--- src/design/pwr_sup_pkg.sv ---
package pwr_sup_pkg;
    // register pointers
    localparam logic [7:0]  CFG_PTR        = 8'h00;
    localparam logic [7:0]  PG_UPPER_PTR   = 8'h10;
    localparam logic [7:0]  PG_LOWER_PTR   = 8'h11;
    // power-on values
    localparam logic [15:0] CFG_RESET      = 16'h7127;
    localparam logic [15:0] PG_UPPER_RESET = 16'h2710;
    localparam logic [15:0] PG_LOWER_RESET = 16'h2328;
    // configuration fields
    localparam int          CFG_RST_BIT    = 15;
    localparam logic [2:0]  MODE_CONT_SB   = 3'h7;
    localparam int          MODE_LSB       = 0;
    // sequencing check: 1.2 V in bus-result encoding (8 mV/LSB, data at 3)
    localparam logic [15:0] SEQ_LEVEL      = 16'h04B0;
    localparam logic [2:0]  SEQ_CYCLES     = 3'h4;
    // nominal window with default timing, for reference
    localparam int          SEQ_WINDOW_US  = 28600;
    localparam int          CLK_MHZ        = 100;
    localparam int          SEQ_WINDOW_CYC = SEQ_WINDOW_US * CLK_MHZ;
    localparam int          NUM_CH         = 3;
endpackage

--- src/design/bus_result_hold.sv ---
`timescale 1ns/10ps
module bus_result_hold
    import pwr_sup_pkg::*;
#(
    parameter int W = 16
) (
    // clock and reset
    input  wire logic         sys_clk,
    input  wire logic         rst_b,
    // conversion input
    input  wire logic         conv_done,
    input  wire logic [W-1:0] conv_data,
    // held result and limits
    input  wire logic [15:0]  upper_lim,
    input  wire logic [15:0]  lower_lim,
    output logic      [W-1:0] result,
    output logic              at_upper,
    output logic              below_lower
);
    logic [W-1:0] next_result;

    always_comb begin
        next_result = result;
        if (conv_done) begin
            next_result = conv_data;
        end
    end

    always_ff @(posedge sys_clk or negedge rst_b) begin
        if (!rst_b) begin
            result <= '0;
        end else begin
            result <= next_result;
        end
    end

    // same encoding, signed compare; uses the value being
    // latched, so a strobe that ends a pass counts in its verdict
    assign at_upper    = $signed(next_result) >= $signed(upper_lim);
    assign below_lower = $signed(next_result) <  $signed(lower_lim);
endmodule

--- src/design/pwr_supervisor.sv ---
// Operation
// - start in upper-threshold detection, default upper limit 10 V
// - power good goes high only when all three results reach upper limit
// - power good comes up low until first all-above-upper condition
// - after power good, watch for any channel below lower limit, 9 V
// - any channel below lower limit drops power good, back to upper wait
// - evaluate only after all three bus conversions of a pass finish
// - each bus result held until the next conversion on that channel
// - default continuous mode compares channel 1 with 1.2 V each pass
// - then channel 2 below 1.2 V at four pass ends after arming asserts alert
// - window is about 28.6 ms with default conversion settings
// - sequencing check runs only after power-up or software reset
// - configuration write before check finishes disables it
// - software reset restores defaults except power good level and bus results
// - software reset holds power good until fresh detection completes
// - software reset restores both power-good limits
// - upper limit pointer 10h, reset 2710h, compared to bus results
// - lower limit pointer 11h, reset 2328h, catches rail drop
// - configuration pointer 0, reset 7127h, reset bit and fields
`timescale 1ns/10ps
module pwr_supervisor
    import pwr_sup_pkg::*;
(
    // clock and reset
    input  wire logic        sys_clk,
    input  wire logic        rst_b,
    // register writes from the serial port
    input  wire logic        reg_wr,
    input  wire logic [7:0]  reg_ptr,
    input  wire logic [15:0] reg_wdata,
    // bus conversion results, one strobe per channel
    input  wire logic [2:0]  bus_done,
    input  wire logic [47:0] bus_data,
    // register read-back
    output logic      [15:0] cfg,
    output logic      [15:0] pg_upper,
    output logic      [15:0] pg_lower,
    output logic      [47:0] bus_result,
    // open-drain outputs: power good high when good, sequencing alert low active
    output logic             power_good_output_o,
    output logic             power_good_output_oe,
    output logic             seq_alert_b_o,
    output logic             seq_alert_b_oe
);
    typedef enum logic [1:0] {
        PG_WAIT_UPPER = 2'b01,
        PG_WATCH_LOW  = 2'b10
    } pg_state_t;

    typedef enum logic [3:0] {
        SQ_WAIT_CH1 = 4'b0001,
        SQ_WAIT_CH2 = 4'b0010,
        SQ_ALERT    = 4'b0100,
        SQ_OFF      = 4'b1000
    } sq_state_t;

    logic [2:0]  at_upper;
    logic [2:0]  below_lower;
    logic        all_upper;
    logic        any_lower;
    logic [2:0]  pass_seen;
    logic [2:0]  next_pass_seen;
    logic        pass_end;
    logic        soft_rst;
    logic        next_soft_rst;
    logic        cfg_wr;
    logic [15:0] next_cfg;
    logic [15:0] next_pg_upper;
    logic [15:0] next_pg_lower;
    pg_state_t   pg_state;
    pg_state_t   next_pg_state;
    logic        pg_level;
    logic        next_pg_level;
    sq_state_t   sq_state;
    sq_state_t   next_sq_state;
    logic [2:0]  sq_count;
    logic [2:0]  next_sq_count;
    logic        seq_low;
    logic        next_seq_low;
    logic        next_pg_oe;
    logic        next_seq_oe;

    // per-channel held results and comparisons
    for (genvar c = 0; c < NUM_CH; c++) begin : g_ch
        bus_result_hold #(
            .W (16)
        ) u_hold (
            .sys_clk     (sys_clk),
            .rst_b       (rst_b),
            .conv_done   (bus_done[c]),
            .conv_data   (bus_data[16*c +: 16]),
            .upper_lim   (pg_upper),
            .lower_lim   (pg_lower),
            .result      (bus_result[16*c +: 16]),
            .at_upper    (at_upper[c]),
            .below_lower (below_lower[c])
        );
    end

    // pass verdicts over all three channels; fresh values included,
    // otherwise a joint strobe would be judged on stale results
    assign all_upper = &at_upper;
    assign any_lower = |below_lower;

    // register writes; soft reset is a one-cycle pulse after the write
    // a write landing in the soft-reset cycle loses to the defaults
    assign cfg_wr = reg_wr && (reg_ptr == CFG_PTR);

    always_comb begin
        next_cfg      = cfg;
        next_pg_upper = pg_upper;
        next_pg_lower = pg_lower;
        next_soft_rst = 1'b0;
        if (soft_rst) begin
            next_cfg      = CFG_RESET;
            next_pg_upper = PG_UPPER_RESET;
            next_pg_lower = PG_LOWER_RESET;
        end else if (reg_wr) begin
            case (reg_ptr)
                CFG_PTR: begin
                    next_cfg      = reg_wdata;
                    next_cfg[CFG_RST_BIT] = 1'b0;
                    next_soft_rst = reg_wdata[CFG_RST_BIT];
                end
                PG_UPPER_PTR: next_pg_upper = reg_wdata;
                PG_LOWER_PTR: next_pg_lower = reg_wdata;
                default: ;
            endcase
        end
    end

    always_ff @(posedge sys_clk or negedge rst_b) begin
        if (!rst_b) begin
            cfg      <= CFG_RESET;
            pg_upper <= PG_UPPER_RESET;
            pg_lower <= PG_LOWER_RESET;
            soft_rst <= 1'b0;
        end else begin
            cfg      <= next_cfg;
            pg_upper <= next_pg_upper;
            pg_lower <= next_pg_lower;
            soft_rst <= next_soft_rst;
        end
    end

    // pass tracking: a pass ends when every channel has refreshed
    // strobes may coincide; a joint strobe ends a pass at once
    always_comb begin
        next_pass_seen = pass_seen | bus_done;
        pass_end       = &next_pass_seen;
        if (pass_end || soft_rst) begin
            next_pass_seen = 3'h0;
        end
    end

    // power good machine
    always_comb begin
        next_pg_state = pg_state;
        next_pg_level = pg_level;
        if (soft_rst) begin
            next_pg_state = PG_WAIT_UPPER;
        end else if (pass_end) begin
            case (pg_state)
                PG_WAIT_UPPER: begin
                    if (all_upper) begin
                        next_pg_level = 1'b1;
                        next_pg_state = PG_WATCH_LOW;
                    end else begin
                        next_pg_level = 1'b0;
                    end
                end
                PG_WATCH_LOW: begin
                    if (any_lower) begin
                        next_pg_level = 1'b0;
                        next_pg_state = PG_WAIT_UPPER;
                    end
                end
                default: begin
                    next_pg_state = PG_WAIT_UPPER;
                    next_pg_level = 1'b0;
                end
            endcase
        end
    end

    always_ff @(posedge sys_clk or negedge rst_b) begin
        if (!rst_b) begin
            pg_state <= PG_WAIT_UPPER;
            pg_level <= 1'b0;
        end else begin
            pg_state <= next_pg_state;
            pg_level <= next_pg_level;
        end
    end

    // sequencing check; incoming conversion data compares with 1.2 V code
    // no long timer: the window is kept in passes, so it scales
    // the pass in which channel 1 arms counts as the first of four unless its strobe ends that pass
    always_comb begin
        next_sq_state = sq_state;
        next_sq_count = sq_count;
        next_seq_low  = seq_low;
        if (soft_rst) begin
            next_sq_state = SQ_WAIT_CH1;
            next_sq_count = 3'h0;
            next_seq_low  = 1'b0;
        end else if (cfg_wr && (sq_state == SQ_WAIT_CH1 ||
                                sq_state == SQ_WAIT_CH2)) begin
            next_sq_state = SQ_OFF;
        end else begin
            case (sq_state)
                SQ_WAIT_CH1: begin
                    if (bus_done[0] &&
                        $signed(bus_data[15:0]) >= $signed(SEQ_LEVEL)) begin
                        next_sq_state = SQ_WAIT_CH2;
                        next_sq_count = 3'h0;
                    end
                end
                SQ_WAIT_CH2: begin
                    if (bus_done[1] &&
                        $signed(bus_data[31:16]) >= $signed(SEQ_LEVEL)) begin
                        next_sq_state = SQ_OFF;
                    end else if (pass_end) begin
                        next_sq_count = sq_count + 3'h1;
                        if (sq_count + 3'h1 >= SEQ_CYCLES) begin
                            next_sq_state = SQ_ALERT;
                            next_seq_low  = 1'b1;
                        end
                    end
                end
                SQ_ALERT: next_seq_low = 1'b1;
                SQ_OFF:   ;
                default: begin
                    next_sq_state = SQ_OFF;
                end
            endcase
        end
    end

    always_ff @(posedge sys_clk or negedge rst_b) begin
        if (!rst_b) begin
            sq_state  <= SQ_WAIT_CH1;
            sq_count  <= 3'h0;
            seq_low   <= 1'b0;
        end else begin
            sq_state  <= next_sq_state;
            sq_count  <= next_sq_count;
            seq_low   <= next_seq_low;
        end
    end

    always_ff @(posedge sys_clk or negedge rst_b) begin
        if (!rst_b) begin
            pass_seen <= 3'h0;
        end else begin
            pass_seen <= next_pass_seen;
        end
    end

    // pin enables; o stays 0 so the pad never drives high and
    // the board pull-up alone makes the released level
    always_comb begin
        next_pg_oe  = !next_pg_level;
        next_seq_oe = next_seq_low;
    end

    // open-drain pins: output bit always 0, enable pulls low
    always_ff @(posedge sys_clk or negedge rst_b) begin
        if (!rst_b) begin
            power_good_output_o  <= 1'b0;
            power_good_output_oe <= 1'b1;
            seq_alert_b_o        <= 1'b0;
            seq_alert_b_oe       <= 1'b0;
        end else begin
            power_good_output_o  <= 1'b0;
            power_good_output_oe <= next_pg_oe;
            seq_alert_b_o        <= 1'b0;
            seq_alert_b_oe       <= next_seq_oe;
        end
    end
endmodule

--- config.mk ---
export PLATFORM = sky130hd
export DESIGN_NAME = pwr_supervisor
export DESIGN_NICKNAME = d
export VERILOG_FILES = /design/src/design/pwr_sup_pkg.sv /design/src/design/bus_result_hold.sv /design/src/design/pwr_supervisor.sv
export SDC_FILE = /design/constraint.sdc
export NUM_CORES = 1
export LEC_CHECK = 0
export BUFFER_PORTS_ARGS = -buffer_cell sky130_fd_sc_hd__clkbuf_2
export CAP_MARGIN = 5
export CORE_UTILIZATION = 25
export DETAILED_ROUTE_END_ITERATION = 12
export GPL_ROUTABILITY_DRIVEN = 0
export PLACE_DENSITY = 0.56
export SLEW_MARGIN = 10
export SYNTH_ARGS = -nofsm -noshare
export SYNTH_HDL_FRONTEND = slang
export SYNTH_HIERARCHICAL = 1
export SYNTH_SLANG_ARGS = --single-unit
--- constraint.sdc ---
create_clock -name sys_clk -period 2.6 [get_ports sys_clk]
set_clock_uncertainty 0.05 [all_clocks]
set_input_delay 0.52 -clock sys_clk [delete_from_list [all_inputs] [get_ports sys_clk]]
set_output_delay 0.52 -clock sys_clk [all_outputs]
set_load 0.05 [all_outputs]
==> summary by stage <==
Logic synthesis
Counting flops with a built-in enable in the synthesized netlist gives 0. During synthesis, Yosys emitted a total of 6 warnings. After synthesis, the most frequently instantiated cells are sky130_fd_sc_hd__inv_1 (106), sky130_fd_sc_hd__ha_1 (96), sky130_fd_sc_hd__nand2_1 (92). In the synthesized netlist the dominant register cell turns out to be sky130_fd_sc_hd__dfrtp_1. Of all flip-flops after synthesis, the portion carrying an async set or reset was 100%. Ranked by total cell area, the synthesized netlist is headed by sky130_fd_sc_hd__dfrtp_1 (32%), sky130_fd_sc_hd__ha_1 (17%), sky130_fd_sc_hd__dfstp_2 (7.7%).

The cell area after technology mapping is 0.00713 mm². The number of storage elements in the synthesis netlist is 111. The proportion of netlist area held by the largest area contributor is 31.6%. Among all cell types in the netlist, the one instantiated most often is sky130_fd_sc_hd__inv_1. The mean cell area of the mapped netlist is 9.67 µm². Synthesis instantiated 60 different standard cells from the library. The share of synthesized area occupied by flip-flops and latches is 39.3%. The cell taking the most area after synthesis is sky130_fd_sc_hd__dfrtp_1.

The cell count after synthesis is 738.

Clock network
The TritonCTS buffer count is 9. The tree is rooted in a sky130_fd_sc_hd__clkbuf_16. The number of buffers on the longest clock path is 2. The CTS clock-pin slew for the worst setup and hold paths is 0.08 ns. The H-tree generated during clock tree synthesis spans 3 levels. The number of clock sinks is 111. The clock insertion delay at the later pin of the skew report is 0.37 ns.

The CTS tree is yes.

Final layout
Relative to the synthesized area, the layout overhead comes to 45.3%. The final layout contains 1225 nets. Cells with a size suffix above 1 make up 43.6% of the layout. The non-filler instance count after layout is 1434.

The multi-input logic area is 0.00422 mm². The final design area excluding fillers is 0.0104 mm². 0 antenna diodes ended up in the layout. The filler cells instantiated in the layout total 2853. The sequential cells in the finished layout cover a total of 0.00280 mm².

Timing
For this run, the top clock speed supported by timing is 0.347 GHz. At the pin with the least slew margin, the transition time is 0.639 ns. The count of endpoints failing hold in the final timing report was 2. The smallest clock period supported by the final layout is computed as 2.88 ns. The tightest hold path in the finished design has a slack of -0.00600 ns.

The number of pins exceeding their max-slew limit in the final report is 0. Setup repair after global routing could not meet its margin everywhere. Setup violations remaining at the end of the flow were counted as 4. The worst pin sits at a relative slew slack of 57.1%. The final critical-path share of the clock period is 111%. The worst-case setup margin in the final layout is -0.283 ns.

Route
After detailed routing, the total wire length is 25500 µm. Dividing the detail-routed via count by the number of cells gives 4.59. The first-iteration detailed-routing DRC count is 457. The via count is 6581. The remaining number of nets flagged by the antenna check after routing is 0.

For this run, design rule violations remaining after detail routing come to 0. In the final routed layout, each cell accounts on average for 17.8 µm. The first TritonRoute pass finished after 5 iterations.

Worst setup path
The path type of the worst setup path is in -> reg. For the worst setup path, the data arrival time is 3.14 ns. Data on the critical path is required at its endpoint by 2.86 ns.

STA classifies the critical path endpoint as a register. The critical path startpoint category is an input pin. The worst-path maximum fanout is 7.

Global routing
The global-route wire length before repair is 37900 µm. The initial antenna violation count is 0. Entering global routing, the biggest net connects 48 pins.

For this run, the total global-route usage over all layers was measured as 17.8%. Global routing finished with a remaining overflow of 0. The number of global-route vias before repair is 6345.

Floorplan
The floorplan step set the die width to 171 µm. The area of the core is 0.0279 mm². The die covers 0.0292 mm². The total number of placement rows is 61.

178 I/O pins were placed. From bottom edge to top edge, the die measures 171 µm. The initial standard-cell utilization of the core is 25.5%.

Hold path
The kind of path behind the tightest hold check is in -> async.

Placement
In this run, placement finished with an instance count of 1411. Detailed placement finished with a half-perimeter wire length of 19700 µm. Before CTS, the worst setup slack after placement is -0.734 ns.

In this run the tool buffered the top-level ports with 174 buffer cells. After detailed placement, the total cell area comes to 0.00968 mm².

Pwr
For this design the ratio of total power to cell area is 540 mW/mm². In this run the static leakage power is 5.27 nW. The maximum resistive drop on vdd is 0.000348 V.

Run status
The checks that failed: negative hold slack, negative setup slack. The flow ran to the end, but the final reports show violations.

Run
The number of violations of the max-capacitance limit is 0.
sequential cells by signal (all words and copies together) (netlist names):
name / count
pg_upper: 16
soft_rst: 1
seq_alert_b_oe: 1
sq_state: 4
pg_lower: 16
power_good_output_oe: 1
cfg: 15
pg_state: 2
pass_seen: 3
g_ch.u_hold/result: 48
sq_count: 3
pg_level: 1
critical path, cell delays in order:
cell	delay [ns]
sky130_fd_sc_hd__clkbuf_16	0.13
sky130_fd_sc_hd__buf_12	0.13
sky130_fd_sc_hd__buf_8	0.12
sky130_fd_sc_hd__mux2_4	0.32
sky130_fd_sc_hd__ha_1	0.30
sky130_fd_sc_hd__nand4_1	0.21
sky130_fd_sc_hd__a211oi_1	0.47
sky130_fd_sc_hd__nor4_2	0.11
sky130_fd_sc_hd__mux2_2	0.25
sky130_fd_sc_hd__nand3_1	0.10
sky130_fd_sc_hd__o41a_1	0.40
sky130_fd_sc_hd__inv_1	0.06
through the flow:
stage                     setup TNS [ns]  power [W]  util, %
after floorplan                    -1.46    0.00325        -
after global placement             -2.67    0.00399     34.7
after detailed placement           -2.83    0.00401     34.7
after CTS                         -0.872    0.00559     36.5
after global routing               -1.38    0.00591     37.1
final                             -0.979    0.00560     37.1
routing by layer:
layer | track usage, % | vias to the layer above | wire length, µm
met5 | 0 | - | 0
met4 | 4.66 | 0 | 352
met3 | 2.64 | 19 | 1240
met2 | 29.6 | 179 | 12000
met1 | 23.9 | 3200 | 11900
li1 | - | 3183 | -
final timing paths:
kind / cells past startpoint / startpoint / to / slack [ns]
setup / recovery: 12 / bus_done[0] / pg_level / -0.28
hold / removal: 1 / rst_b / g_ch[2].u_hold/result[0] / -0.006
setup reg to reg: 12 / pg_lower[5] / pg_level / -0.28
hold reg to reg: 2 / cfg[8] / cfg[8] / 0.44
max in group asynchronous: 2 / rst_b / cfg[2] / 1.82
min in group sys_clk: 3 / reg_wdata[5] / pg_upper[5] / 0.33
cell families after synthesis:
group | count (synthesis) | synth area share (%)
simple gates | 202 | 13.6
buf+inv | 131 | 7.51
compound gates | 123 | 11.0
flops | 111 | 39.3
fa+ha+maj | 96 | 16.8
mux | 71 | 11.3
xor+xnor | 3 | 0.368
other cells | 1 | 0.0526
power breakdown:
group          internal, W  switching [W]  leakage [nW]
combinational     0.000824        0.00117          3.78
clock             0.000768       0.000743         0.143
sequential         0.00192       0.000173          1.34
total              0.00352        0.00209          5.27
final cells by class:
| class | count | share of cell area (%) |
|---|---|---|
| inverter | 107 | 3.87 |
| clock inverter | 6 | 0.736 |
| multi-input combinational | 498 | 40.7 |
| clock buffer | 10 | 2.21 |
| tap | 378 | 4.56 |
| timing repair buffer | 324 | 20.9 |
| sequential | 111 | 27.0 |
placed cells by master (no fill, tap or decap), types with 5 or more instances in the layout:
| cell | count |
|---|---|
| sky130_fd_sc_hd__nand4_1 | 20 |
| sky130_fd_sc_hd__dfstp_2 | 21 |
| sky130_fd_sc_hd__inv_1 | 103 |
| sky130_fd_sc_hd__nor3_1 | 6 |
| sky130_fd_sc_hd__o21ai_0 | 7 |
| sky130_fd_sc_hd__a21o_1 | 11 |
| sky130_fd_sc_hd__nand3_1 | 25 |
| sky130_fd_sc_hd__o211ai_1 | 12 |
| sky130_fd_sc_hd__a21oi_1 | 50 |
| sky130_fd_sc_hd__clkbuf_16 | 11 |
| sky130_fd_sc_hd__a21oi_2 | 5 |
| sky130_fd_sc_hd__buf_4 | 140 |
| sky130_fd_sc_hd__ha_1 | 75 |
| sky130_fd_sc_hd__nand2_1 | 91 |
| sky130_fd_sc_hd__nor2_1 | 26 |
| sky130_fd_sc_hd__mux2_4 | 24 |
| sky130_fd_sc_hd__mux2_2 | 24 |
| sky130_fd_sc_hd__buf_12 | 6 |
| sky130_fd_sc_hd__mux2i_1 | 19 |
| sky130_fd_sc_hd__dfrtp_1 | 90 |
| sky130_fd_sc_hd__ha_4 | 21 |
| sky130_fd_sc_hd__clkbuf_2 | 170 |
what timing repair did:
action / in CTS / in global routing
gates cloned: 1 / 1
setup endpoints to repair: 4 / 4
gates resized for setup: 33 / 24
hold buffers: 0 / 0
buffers inserted: 2 / 3
pin swaps: 16 / 12
(Power assumes the default switching activity.)
